**src/rtl/hiccup_pkg.sv**
```systemverilog
// holds constants and carrier types for the buck fault hiccup controller
// assumes all comparator indications arrive asynchronously to mclk
//
// Operation
// (RL1) peak current trip turns the upper switch off for the rest of the cycle
// (RL2) after a current-limit trip, switching restarts only at the next oscillator pulse
// (RL3) peak current indication is masked for a blanking time after upper turn-on
// (RL4) overcurrent counter is held off while soft-start is below hiccup enable level
// (RL5) counter counts overcurrent pulses only above enable level with clamp flag set
// (RL6) clamp flag low clears the overcurrent counter
// (RL7) counter at limit sets hiccup latch and the fast compensation pull-down
// (RL8) hiccup latch enables the small soft-start sink current
// (RL9) soft-start below reset level clears latch, stops sink, starts source current
// (RL10) switching resumes once soft-start exceeds error amplifier by release offset
// (RL11) hiccup repeats while overload persists; stops when cleared or disabled
// (RL12) only overcurrent hiccup entry is gated by the enable level
// (RL13) bootstrap open seen for 7 cycles enters hiccup
// (RL14) bootstrap short seen for 64 cycles enters hiccup
// (RL15) bootstrap faults use same hiccup sequence and are not latched
// (RL16) overvoltage turns both switches off, stops switching, pulls power good low
// (RL17) overvoltage shutdown is not latched; resumes when indication clears
// (RL18) thermal trip stops switching, pulls power good low, holds nodes low until reset level
// (RL19) thermal shutdown is not latched; restarts through soft-start when cleared
// (RL20) oscillator pulse sets the switching flip-flop; reset dominates set
// (RL21) disabled or faulted, both power switches are held off
// (RL22) disable clears the counters and the hiccup latch
package hiccup_pkg;

    // ----------------------------------------------------------------
    // counts
    // ----------------------------------------------------------------
    localparam int OVERCURRENT_COUNT_LIMIT = 240;
    localparam int BOOT_OPEN_CYCLES        = 7;
    localparam int BOOT_SHORT_CYCLES       = 64;
    localparam int CLK_FREQ_HZ             = 10_000_000;
    localparam int BLANK_TIME_NS           = 200;
    localparam int BLANK_CYCLES_RAW        = (BLANK_TIME_NS * (CLK_FREQ_HZ / 1_000_000) + 999) / 1000;
    localparam int BLANK_CYCLES            = (BLANK_CYCLES_RAW < 1) ? 1 : BLANK_CYCLES_RAW;
    localparam int SYNC_STAGES             = 2;

    // ----------------------------------------------------------------
    // reset values
    // ----------------------------------------------------------------
    localparam logic RST_HICCUP = 1'b0;

    // ----------------------------------------------------------------
    // carrier types
    // ----------------------------------------------------------------
    typedef struct packed {
        logic oscPulse;        // oscillator clock pulse
        logic peakCurrent;     // peak current above peak_current_threshold
        logic pwmTrip;         // pwm comparator reset request
        logic errorClampFlag;  // compensation clamped at maximum
        logic ssAboveEnable;   // soft-start above hiccup_enable_level
        logic ssBelowReset;    // soft-start below reset level
        logic ssAboveRelease;  // soft-start above error amp by release offset
        logic bootOpen;        // bootstrap overvoltage
        logic bootShort;       // bootstrap undervoltage
        logic overvoltage;     // feedback_node above overvoltage_threshold
        logic thermalTrip;     // die over temperature
    } sense_t;

    typedef struct packed {
        logic upperOn;         // upper switch gate
        logic lowerOn;         // lower switch gate
        logic hiccupSinkOn;    // hiccup_sink_current enable
        logic startupSourceOn; // startup_source_current enable
        logic compPullDown;    // fast compensation pull-down
        logic ssPullDown;      // soft-start hard pull-down
        logic powerGoodLowOe;  // power_good_out pull-down enable
    } drive_t;

    typedef enum logic [1:0] {
        ST_RUN,
        ST_HICCUP,
        ST_THERMAL
    } fault_state_t;

endpackage

```
**src/rtl/buck_fault_hiccup_controller.sv**
```systemverilog
// holds the protection sequencer of the buck regulator
// assumes comparator flags are asynchronous and the oscillator pulse is one mclk wide after sync
`timescale 1ns/1ns
module buck_fault_hiccup_controller
    import hiccup_pkg::*;
#(
    parameter int OC_LIMIT    = OVERCURRENT_COUNT_LIMIT,
    parameter int OPEN_LIMIT  = BOOT_OPEN_CYCLES,
    parameter int SHORT_LIMIT = BOOT_SHORT_CYCLES,
    parameter int BLANK       = BLANK_CYCLES
) (
    input  wire logic   mclk,       // system clock
    input  wire logic   rst_n,      // async reset, active low
    input  wire logic   enable,     // converter enable level
    input  wire sense_t senseRaw,   // raw comparator indications
    output drive_t      drive,      // switch and node controls
    output logic        ocCountBusy // overcurrent counter nonzero
);
    localparam int OCW = $clog2(OC_LIMIT + 1);
    localparam int BOW = $clog2(OPEN_LIMIT + 1);
    localparam int BSW = $clog2(SHORT_LIMIT + 1);
    localparam int BLW = $clog2(BLANK + 1);

    initial begin
        if (OC_LIMIT < 1 || OPEN_LIMIT < 1 || SHORT_LIMIT < 1 || BLANK < 1)
            $error("limits must be at least one");
    end

    // ----------------------------------------------------------------
    // input synchronisation
    // ----------------------------------------------------------------
    sense_t sense;
    logic   enSync;
    logic [$bits(sense_t):0] syncAll;

    sync_bank #(.WIDTH($bits(sense_t) + 1)) u_sync (
        .mclk    (mclk),
        .rst_n   (rst_n),
        .asyncIn ({enable, senseRaw}),
        .syncOut (syncAll)
    );
    assign enSync = syncAll[$bits(sense_t)];
    assign sense  = sense_t'(syncAll[$bits(sense_t)-1:0]);

    // ----------------------------------------------------------------
    // edge detection and switching flip-flop
    // ----------------------------------------------------------------
    logic           oscPrev_r, oscPrev_nxt;
    logic           ocPrev_r, ocPrev_nxt;
    logic           pwmOn_r, pwmOn_nxt;
    logic [BLW-1:0] blank_r, blank_nxt;
    logic           oscEdge, ocEdge, peakSeen, runAllowed;
    fault_state_t   state_r, state_nxt;

    // one-cycle event edges
    always_comb begin
        oscEdge = sense.oscPulse && !oscPrev_r;
        peakSeen = sense.peakCurrent && (blank_r == '0);  // RL3
        ocEdge  = peakSeen && !ocPrev_r;
        oscPrev_nxt = sense.oscPulse;
        ocPrev_nxt  = peakSeen;
    end

    // switching permitted only when no fault blocks it
    assign runAllowed = enSync && (state_r == ST_RUN) && !sense.overvoltage
                        && !sense.thermalTrip && sense.ssAboveRelease; // RL10 RL16 RL17 RL21

    // set by oscillator, reset dominant
    always_comb begin
        pwmOn_nxt = pwmOn_r;
        blank_nxt = blank_r;
        if (blank_r != '0)
            blank_nxt = blank_r - BLW'(1);
        if (oscEdge && !pwmOn_r) begin
            pwmOn_nxt = 1'b1;                                  // RL20 RL2
            blank_nxt = BLW'(BLANK);                           // RL3
        end
        if (!runAllowed || peakSeen || sense.pwmTrip) begin
            pwmOn_nxt = 1'b0;                                  // RL1 RL20
        end
        if (!runAllowed)
            blank_nxt = '0;
    end

    always_ff @(posedge mclk or negedge rst_n) begin
        if (!rst_n) begin
            oscPrev_r <= 1'b0;
            ocPrev_r  <= 1'b0;
            pwmOn_r   <= 1'b0;
            blank_r   <= '0;
        end else begin
            oscPrev_r <= oscPrev_nxt;
            ocPrev_r  <= ocPrev_nxt;
            pwmOn_r   <= pwmOn_nxt;
            blank_r   <= blank_nxt;
        end
    end

    // ----------------------------------------------------------------
    // fault counters
    // ----------------------------------------------------------------
    logic [OCW-1:0] ocCnt_r, ocCnt_nxt;
    logic [BOW-1:0] openCnt_r, openCnt_nxt;
    logic [BSW-1:0] shortCnt_r, shortCnt_nxt;
    logic           ocHit, openHit, shortHit;

    always_comb begin
        ocCnt_nxt    = ocCnt_r;
        openCnt_nxt  = openCnt_r;
        shortCnt_nxt = shortCnt_r;
        if (!enSync || state_r != ST_RUN) begin
            ocCnt_nxt    = '0;                                 // RL22
            openCnt_nxt  = '0;
            shortCnt_nxt = '0;
        end else begin
            if (!sense.errorClampFlag)
                ocCnt_nxt = '0;                                // RL6
            else if (sense.ssAboveEnable && ocEdge && ocCnt_r < OCW'(OC_LIMIT))
                ocCnt_nxt = ocCnt_r + OCW'(1);                 // RL4 RL5 RL12
            if (!sense.bootOpen)
                openCnt_nxt = '0;                              // RL15
            else if (oscEdge && openCnt_r < BOW'(OPEN_LIMIT))
                openCnt_nxt = openCnt_r + BOW'(1);             // RL13
            if (!sense.bootShort)
                shortCnt_nxt = '0;                             // RL15
            else if (oscEdge && shortCnt_r < BSW'(SHORT_LIMIT))
                shortCnt_nxt = shortCnt_r + BSW'(1);           // RL14
        end
    end

    always_ff @(posedge mclk or negedge rst_n) begin
        if (!rst_n) begin
            ocCnt_r    <= '0;
            openCnt_r  <= '0;
            shortCnt_r <= '0;
        end else begin
            ocCnt_r    <= ocCnt_nxt;
            openCnt_r  <= openCnt_nxt;
            shortCnt_r <= shortCnt_nxt;
        end
    end

    assign ocHit    = ocCnt_r    == OCW'(OC_LIMIT);            // RL7
    assign openHit  = openCnt_r  == BOW'(OPEN_LIMIT);          // RL13
    assign shortHit = shortCnt_r == BSW'(SHORT_LIMIT);         // RL14

    // ----------------------------------------------------------------
    // hiccup and thermal sequencer
    // ----------------------------------------------------------------
    always_comb begin
        state_nxt = state_r;
        unique case (state_r)
            ST_RUN: begin
                if (sense.thermalTrip)
                    state_nxt = ST_THERMAL;                    // RL18
                else if (enSync && (ocHit || openHit || shortHit))
                    state_nxt = ST_HICCUP;                     // RL7 RL12 RL15
            end
            ST_HICCUP: begin
                if (!enSync)
                    state_nxt = ST_RUN;                        // RL22 RL11
                else if (sense.thermalTrip)
                    state_nxt = ST_THERMAL;
                else if (sense.ssBelowReset)
                    state_nxt = ST_RUN;                        // RL9 RL11
            end
            ST_THERMAL: begin
                if (!sense.thermalTrip && sense.ssBelowReset)
                    state_nxt = ST_RUN;                        // RL19
            end
        endcase
    end

    always_ff @(posedge mclk or negedge rst_n) begin
        if (!rst_n)
            state_r <= ST_RUN;
        else
            state_r <= state_nxt;
    end

    // ----------------------------------------------------------------
    // output drive
    // ----------------------------------------------------------------
    drive_t drive_r, drive_nxt;

    always_comb begin
        drive_nxt.upperOn         = pwmOn_nxt;                 // RL1 RL21
        drive_nxt.lowerOn         = runAllowed && !pwmOn_nxt;  // RL16 RL21
        drive_nxt.hiccupSinkOn    = (state_nxt == ST_HICCUP);  // RL8
        drive_nxt.compPullDown    = (state_nxt == ST_HICCUP)
                                    || (state_nxt == ST_THERMAL); // RL7 RL18
        drive_nxt.ssPullDown      = (state_nxt == ST_THERMAL)
                                    || (!enSync && !sense.ssBelowReset); // RL18
        drive_nxt.startupSourceOn = enSync && (state_nxt == ST_RUN)
                                    && !sense.thermalTrip;     // RL9
        drive_nxt.powerGoodLowOe  = sense.overvoltage || sense.thermalTrip
                                    || (state_nxt == ST_THERMAL); // RL16 RL18
    end

    always_ff @(posedge mclk or negedge rst_n) begin
        if (!rst_n)
            drive_r <= '0;
        else
            drive_r <= drive_nxt;
    end

    assign drive       = drive_r;
    assign ocCountBusy = (ocCnt_r != '0);
endmodule // buck_fault_hiccup_controller

```
**src/rtl/sync_bank.sv**
```systemverilog
// holds a bank of two-flop synchronisers
// assumes inputs are asynchronous levels
`timescale 1ns/1ns
module sync_bank
    import hiccup_pkg::*;
#(
    parameter int WIDTH = 11
) (
    input  wire logic             mclk,    // system clock
    input  wire logic             rst_n,   // async reset
    input  wire logic [WIDTH-1:0] asyncIn, // raw levels
    output logic      [WIDTH-1:0] syncOut  // synchronised levels
);
    logic [WIDTH-1:0] stage1_r;
    logic [WIDTH-1:0] stage2_r;

    initial begin
        if (WIDTH < 1) $error("sync_bank width must be positive");
    end

    // two flops per bit
    always_ff @(posedge mclk or negedge rst_n) begin
        if (!rst_n) begin
            stage1_r <= '0;
            stage2_r <= '0;
        end else begin
            stage1_r <= asyncIn;
            stage2_r <= stage1_r;
        end
    end

    assign syncOut = stage2_r;
endmodule // sync_bank

```
**config.mk**
```make
export PLATFORM = sky130hd
export DESIGN_NAME = buck_fault_hiccup_controller
export DESIGN_NICKNAME = d
export VERILOG_FILES = /design/src/rtl/hiccup_pkg.sv /design/src/rtl/buck_fault_hiccup_controller.sv /design/src/rtl/sync_bank.sv
export SDC_FILE = /design/constraint.sdc
export NUM_CORES = 1
export LEC_CHECK = 0
export ABC_CLOCK_PERIOD_IN_PS = 4250
export BUFFER_PORTS_ARGS = -buffer_cell sky130_fd_sc_hd__buf_2
export CAP_MARGIN = 10
export CORE_ASPECT_RATIO = 1.4
export CORE_UTILIZATION = 45
export CTS_BUF_LIST = sky130_fd_sc_hd__clkbuf_16
export DETAILED_ROUTE_END_ITERATION = 6
export GPL_TIMING_DRIVEN = 0
export SYNTH_ARGS = -nofsm -noshare
export SYNTH_HDL_FRONTEND = slang
export SYNTH_SLANG_ARGS = --single-unit
```
**constraint.sdc**
```tcl
create_clock -name mclk -period 4.25 [get_ports mclk]
set_input_delay 0.2125 -clock mclk [delete_from_list [all_inputs] [get_ports mclk]]
set_output_delay 0.2125 -clock mclk [all_outputs]
set_load 0.02 [all_outputs]
```
==> results.md, run 1 <==
- Status: finished, final reports clean
- Cells after synthesis: 182
- Chip width: 61.58 µm
- Post-CTS Repair Setup Buffers: 0
- Core ar.: 4805 µm²
- CTS tree: done
- Placed instance area: 2421 µm²
- Pwr/cell area: 440.6 nW/µm²
- Post-cts resize count: 0
- Cell Rows: 30
- Peak VDD IR: 0.2792 mV
- Synth Cell Area: 2236 µm²
- Final wirelength: 3712 µm
- Sum Neg Setup Slack: 0 ps
- Ant diodes: 0
- Post-synth top area cell: dfrtp_1
- Detail-routed net length per standard cell: 13.40 µm
- Filler Cells Inserted: 451
- Sequential cell area: 1376 µm²
- Initial Util: 46.54%
- Max Cap Viol: 0
- Worst setup EP type: register
- Total CTS buffers: 5
- Total I/O pin count: 22
- Top_reg_cell synth: dfrtp_1
- Nets: 239
- Worst path max stage delay: 400 ps
- Fin cells: 277
- All-Layer GR Usage: 16.24%
- Placed Instances: 267
- Relative slew slack: 65.66%
- Antenna viol nets, final: 0
- Flop2flop setup slack: 2040 ps
- Clock Sinks: 55
- Gr ovfl total: 0
- Pre-antenna DRT Iters: 6
- Global placer's final weighted congestion: 0.8516
- Syn-to-layout area delta: 16.23%
- Fmax: 453.0 MHz
- Iter 0 DRT Violations: 67
- CTS max path bufs: 2
- Final Cell Area: 2599 µm²
- Port Buf Inserts: 21
- Post-synth top cells: 55 x dfrtp_1, 24 x nor2_1, 13 x ha_1, 11 x nand3_1, 10 x xor2_1
- Fin. max-slew vios: 0
- First-pass GRT wire length: 6223 µm
- Distinct cells, synth: 39
- Vias in the first global route: 1432
- Req. time, crit path: 4420 ps
- Ys Warns: 0
- Final Hold Vio Count: 0
- Slowest CP cell: ha_1
- Footprint of the multi-input gates: 814.5 µm²
- DR vias/cell: 5.184
- CTS Root Buffer Type: clkbuf_16
- Largest net degree at the start of global routing: 56
- Antenna violations before repair: 0
- Reg clk slew, reported paths: 70 ps
- Post-synthesis sequential area ratio: 61.56%
- Share of the synthesized area in the top cell type: 61.56%
- Worst-margin pin slew: 515.1 ps
- Full die area: 5259 µm²
- Min Tclk post-route: 2208 ps
- Clock skew: 3.101 ps
- Cell Chain, Critical Path: inv_1 -> ha_1 -> a21bo_2 -> o22ai_1 -> nor2_1 -> a21o_1 -> ha_1 -> or3_1
- DPL Wire Length: 2621 µm
- Post-synth EDFFs: 0
- Number of H-tree levels: 2
- Crit path arrival time: 2370 ps
- Most frequent cell after synthesis: dfrtp_1
- Area contributors post-synth: dfrtp_1 62%, ha_1 7.3%, nor2_1 4.0%
- DRC Markers: 0
- Syn nets: 209
- Final setup viols: 0
- CTS Hold Buffers Added: 0
- Critical Path Start Type: register
- RSZ-0062 raised after global routing: false
- Setup CP Type: register to register
- Clk_lat worst skew: 290 ps
- Synthesized flop and latch total: 55
- Async SR Flop Fraction: 100.0%
- Period utilization: 51.94%
- Most frequent cell on the critical path: ha_1
- Routed vias: 1436
- Pleak: 0.001227 µW
- CP Max Fanout: 7
- Layout cells sized above 1: 17.37%
- Avg Synthesized Cell Area: 12.29 µm²
- Tightest Hold Check Type: input pin to register
- Power Total: 1145 µW
- Die Height: 85.40 µm
-- power by group --
group / switching (µW) / internal (µW) / total, µW
Sequential: 13.5 / 556 / 570
Clock: 180 / 220 / 401
Combinational: 108 / 65.6 / 174
Total: 302 / 842 / 1140
-- layout by cell type (no fill, tap or decap), types with 2 or more instances in the layout --
master     instances
and4_1             2
and3_1             3
nor2_1            24
xor2_1            10
nand3_1           11
inv_1              9
a31oi_1            2
nand4b_1           2
nand2_1            9
ha_1              13
nand4_1            2
nor3_1             2
a21oi_1            7
clkbuf_16          5
buf_2             21
dfrtp_1           55
xnor2_1            3
nor2b_1            4
and2_1             2
-- routing by layer --
layer  track usage (%)  share of wire [%]
met1             18.58                 40
met2             27.27                 53
met3             3.659                3.9
met4             8.485                3.5
met5                 0                  0
-- cell type report --
class | instances | area share (%)
Sequential cell | 55 | 52.96
Multi-Input combinational cell | 116 | 31.34
Timing Repair Buffer | 23 | 5.200
Clock buffer | 5 | 4.815
Tap cell | 64 | 3.081
Inverter | 9 | 1.300
Clock inverter | 3 | 0.8666
Buffer | 2 | 0.4333
-- cell families after synthesis --
kind of cell | after synthesis | synth area share, %
flops | 55 | 61.56
compound gates | 18 | 5.316
fa+ha+maj | 13 | 7.275
buf+inv | 11 | 2.014
xor+xnor | 13 | 5.092
simple gates | 71 | 18.30
mux | 1 | 0.4477
-- final timing paths --
path / start / endpoint / depth (start not counted)
max in group asynchronous: rst_n / drive[5] / 3
worst max register to register: state_r[0] / drive[0] / 8
worst min register to register: u_sync.stage1_r[9] / u_sync.syncOut[9] / 0
min in group asynchronous: rst_n / u_sync.syncOut[1] / 2
worst max-delay path: state_r[0] / drive[0] / 8
worst min-delay path: senseRaw[5] / u_sync.stage1_r[5] / 1
-- flip-flops by register name, indices dropped and copies added, names as in the netlist --
name and count:
shortCnt_r 7, drive 7, openCnt_r 3, u_sync.syncOut 12, ocCnt_r 8, oscPrev_r 1, u_sync.stage1_r 12, blank_r 2
ocPrev_r 1, state_r 2
-- worst max-delay path: cells and delay by family (launching register included) --
kind,cells,cell delay (ps)
AOI/OAI and AO/OA,3,650
adders and majority gates,2,590
and+or+nand+nor,2,400
DFF,1,370
buffers and inverters,1,80
-- stage by stage --
stage                     utilization, %  hold WS [ps]  worst slack [ps]
after floorplan                        -        -83.09              2297
after global placement             50.39         319.7              2194
after detailed placement           50.39         321.8              2118
after CTS                          53.46         20.71              2073
after global routing               54.09         14.83              1953
final                              54.09         25.45              2042
No activity file was read; power rests on OpenSTA's default activity.
==> run 2, diff against run 1 <==
--- a/config.mk
+++ b/config.mk
@@ -5,7 +5,7 @@
 export SDC_FILE = /design/constraint.sdc
 export NUM_CORES = 1
 export LEC_CHECK = 0
-export ABC_CLOCK_PERIOD_IN_PS = 4250
+export ABC_CLOCK_PERIOD_IN_PS = 2050
 export BUFFER_PORTS_ARGS = -buffer_cell sky130_fd_sc_hd__buf_2
 export CAP_MARGIN = 10
 export CORE_ASPECT_RATIO = 1.4
==> constraint.sdc (replaced) <==
create_clock -name mclk -period 2.05 [get_ports mclk]
set_input_delay 0.1025 -clock mclk [delete_from_list [all_inputs] [get_ports mclk]]
set_output_delay 0.1025 -clock mclk [all_outputs]
set_load 0.02 [all_outputs]
==> results.md, run 2 (synthesis gave the netlist of run 1 again) <==
- Status: finished, final reports clean
- Fmax: 489.2 MHz (+8.0%)
- Sum of buffers and inverters on the critical path: 1 (unchanged)
- Most frequent cells in the layout: 52 x dfrtp_1, 23 x nor2_1, 21 x buf_2
- Slowest CP cell: dfrtp_1
- Finished Core Util: 59.38% (+5.3 points)
- Min Tclk post-route: 2044 ps (-163.5 ps)
- Core ar.: 4805 µm² (unchanged)
- Cell count of the worst reg-to-reg path: 8 (unchanged)
- DRC Markers: 0 (unchanged)
- Req. time, crit path: 2220 ps (-2200 ps)
- DPL Wire Length: 2621 µm (unchanged)
- Clock Sinks: 55 (unchanged)
- Nets: 262 (+9.6%)
- Placed instance area: 2421 µm² (unchanged)
- Peak VDD IR: 0.5996 mV (+110%)
- Die Height: 85.40 µm (unchanged)
- Antenna violations before repair: 0 (unchanged)
- CTS max path bufs: 2 (unchanged)
- Iter 0 DRT Violations: 68 (+1.5%)
- Reg clk slew, reported paths: 70 ps (about the same)
- Fin. max-slew vios: 0 (unchanged)
- CTS Root Buffer Type: clkbuf_16
- Worst setup EP type: register
- Relative slew slack: 65.32% (-0.34 points)
- Port Buf Inserts: 21 (unchanged)
- Critical path's top delay family: compound AO/OA/AOI/OAI gates
- Cell Chain, Critical Path: inv_2 -> ha_4 -> a21bo_2 -> o22ai_2 -> nor2_2 -> a21o_1 -> ha_2 -> or3_1
- Clock skew: 4.167 ps (+1.065 ps)
- Largest net degree at the start of global routing: 56 (unchanged)
- Routed vias: 1508 (+5.0%)
- Layout cells sized above 1: 26.27% (+8.9 points)
- RSZ-0062 raised after global routing: true
- Max Cap Viol: 0 (unchanged)
- Cell Rows: 30 (unchanged)
- Ant diodes: 0 (unchanged)
- Crit path depth: 8 (unchanged)
- DR top layer: met4
- DR vias/cell: 5.027 (-3.0%)
- Footprint of the multi-input gates: 862.1 µm² (+5.8%)
- Final Cell Area: 2853 µm² (+9.8%)
- M1 wire length: 1614 µm (+9.8%)
- Tightest Hold Check Type: input pin to asynchronous set/reset pin
- Number of H-tree levels: 2 (unchanged)
- Pwr/cell area: 885.5 nW/µm² (+100%)
- Metal3 WL: 108 µm (-25%)
- Total CTS buffers: 5 (unchanged)
- Crit path arrival time: 2210 ps (-160 ps)
- All-Layer GR Usage: 17.10% (+0.86 points)
- Period utilization: 99.71% (+48 points)
- CP Max Fanout: 4 (-3)
- Pre-antenna DRT Iters: 6 (unchanged)
- WL met2: 2154 µm (+9.6%)
- Worst-margin pin slew: 520.1 ps (+5.086 ps)
- First-pass GRT wire length: 6555 µm (+5.3%)
- CTS tree: done
- Chip width: 61.58 µm (unchanged)
- Commonest non-fill, non-tap cell in the layout: dfrtp_1
- Detail-routed net length per standard cell: 13.26 µm (-1.0%)
- Setup CP Type: register to register
- Sum Neg Setup Slack: 0 ps (unchanged)
- Antenna viol nets, final: 0 (unchanged)
- Filler Cells Inserted: 430 (-4.7%)
- Worst hold slack: 327.2 ps (+301.7 ps)
- Final setup viols: 0 (unchanged)
- Gr ovfl total: 0 (unchanged)
- Total I/O pin count: 22 (unchanged)
- Initial Util: 46.54% (unchanged)
- Clk_lat worst skew: 290 ps (about the same)
- Final Hold Vio Count: 0 (unchanged)
- Full die area: 5259 µm² (unchanged)
- Worst path max stage delay: 380 ps (-20 ps)
- Pleak: 0.001327 µW (+8.1%)
- Final wirelength: 3979 µm (+7.2%)
- Critical Path Start Type: register
- Syn-to-layout area delta: 27.59%
- Sequential cell area: 1380 µm² (+0.27%)
- Vias in the first global route: 1523 (+6.4%)
- Global placer's final weighted congestion: 0.8516 (unchanged)
run 2: repair_timing:
item,4_1_cts,5_1_grt
pin swaps,2,5
setup buffers,2,9
gates resized for setup,7,9
endpoints found under the setup margin,1,1
endpoints found under the hold margin,12,22
hold buffers,12,1
run 2: layer usage:
metal	up-vias	GRT usage [%]
met2	34	29.13
met4	0	8.889
met3	9	3.811
met1	737	19.18
li1	728	-
met5	-	0
run 2: per-stage QoR:
| stage | power [µW] | setup WS, ps | instances |
|---|---|---|---|
| 2_1_floorplan | 1432 | 97.34 | 182 |
| 3_3_place_gp | 1528 | -5.683 | 267 |
| 3_5_place_dp | 1549 | -82.37 | 267 |
| 4_1_cts | 2461 | 1.830 | 289 |
| 5_1_grt | 2640 | -48.85 | 300 |
| 6_report | 2526 | 5.910 | 300 |
run 2: final cells by class:
class,count,share of cell area (%)
multi-input combinational,116,30.22
tap,64,2.807
buffer,2,0.3947
inverter,9,1.184
timing repair buffer,46,11.84
clock inverter,3,0.7895
clock buffer,5,4.386
sequential,55,48.38
run 2: path summary, 6_finish.rpt:
| kind | start | end | slack (ps) |
|---|---|---|---|
| hold reg to reg | u_sync.stage1_r[9] | u_sync.syncOut[9] | 350 |
| setup / recovery | state_r[0] | drive[0] | 6 |
| min in group mclk | u_sync.stage1_r[9] | u_sync.syncOut[9] | 350 |
| max in group asynchronous | rst_n | ocCnt_r[6] | 1160 |
| setup reg to reg | state_r[0] | drive[0] | 6 |
| hold / removal | rst_n | drive[1] | 330 |
run 2: power by group:
part	internal [µW]	total (µW)	leakage (µW)	switching, µW
logic	242	511	0.000562	270
registers	1150	1180	0.000691	25.2
clock network	457	837	0.0000742	379
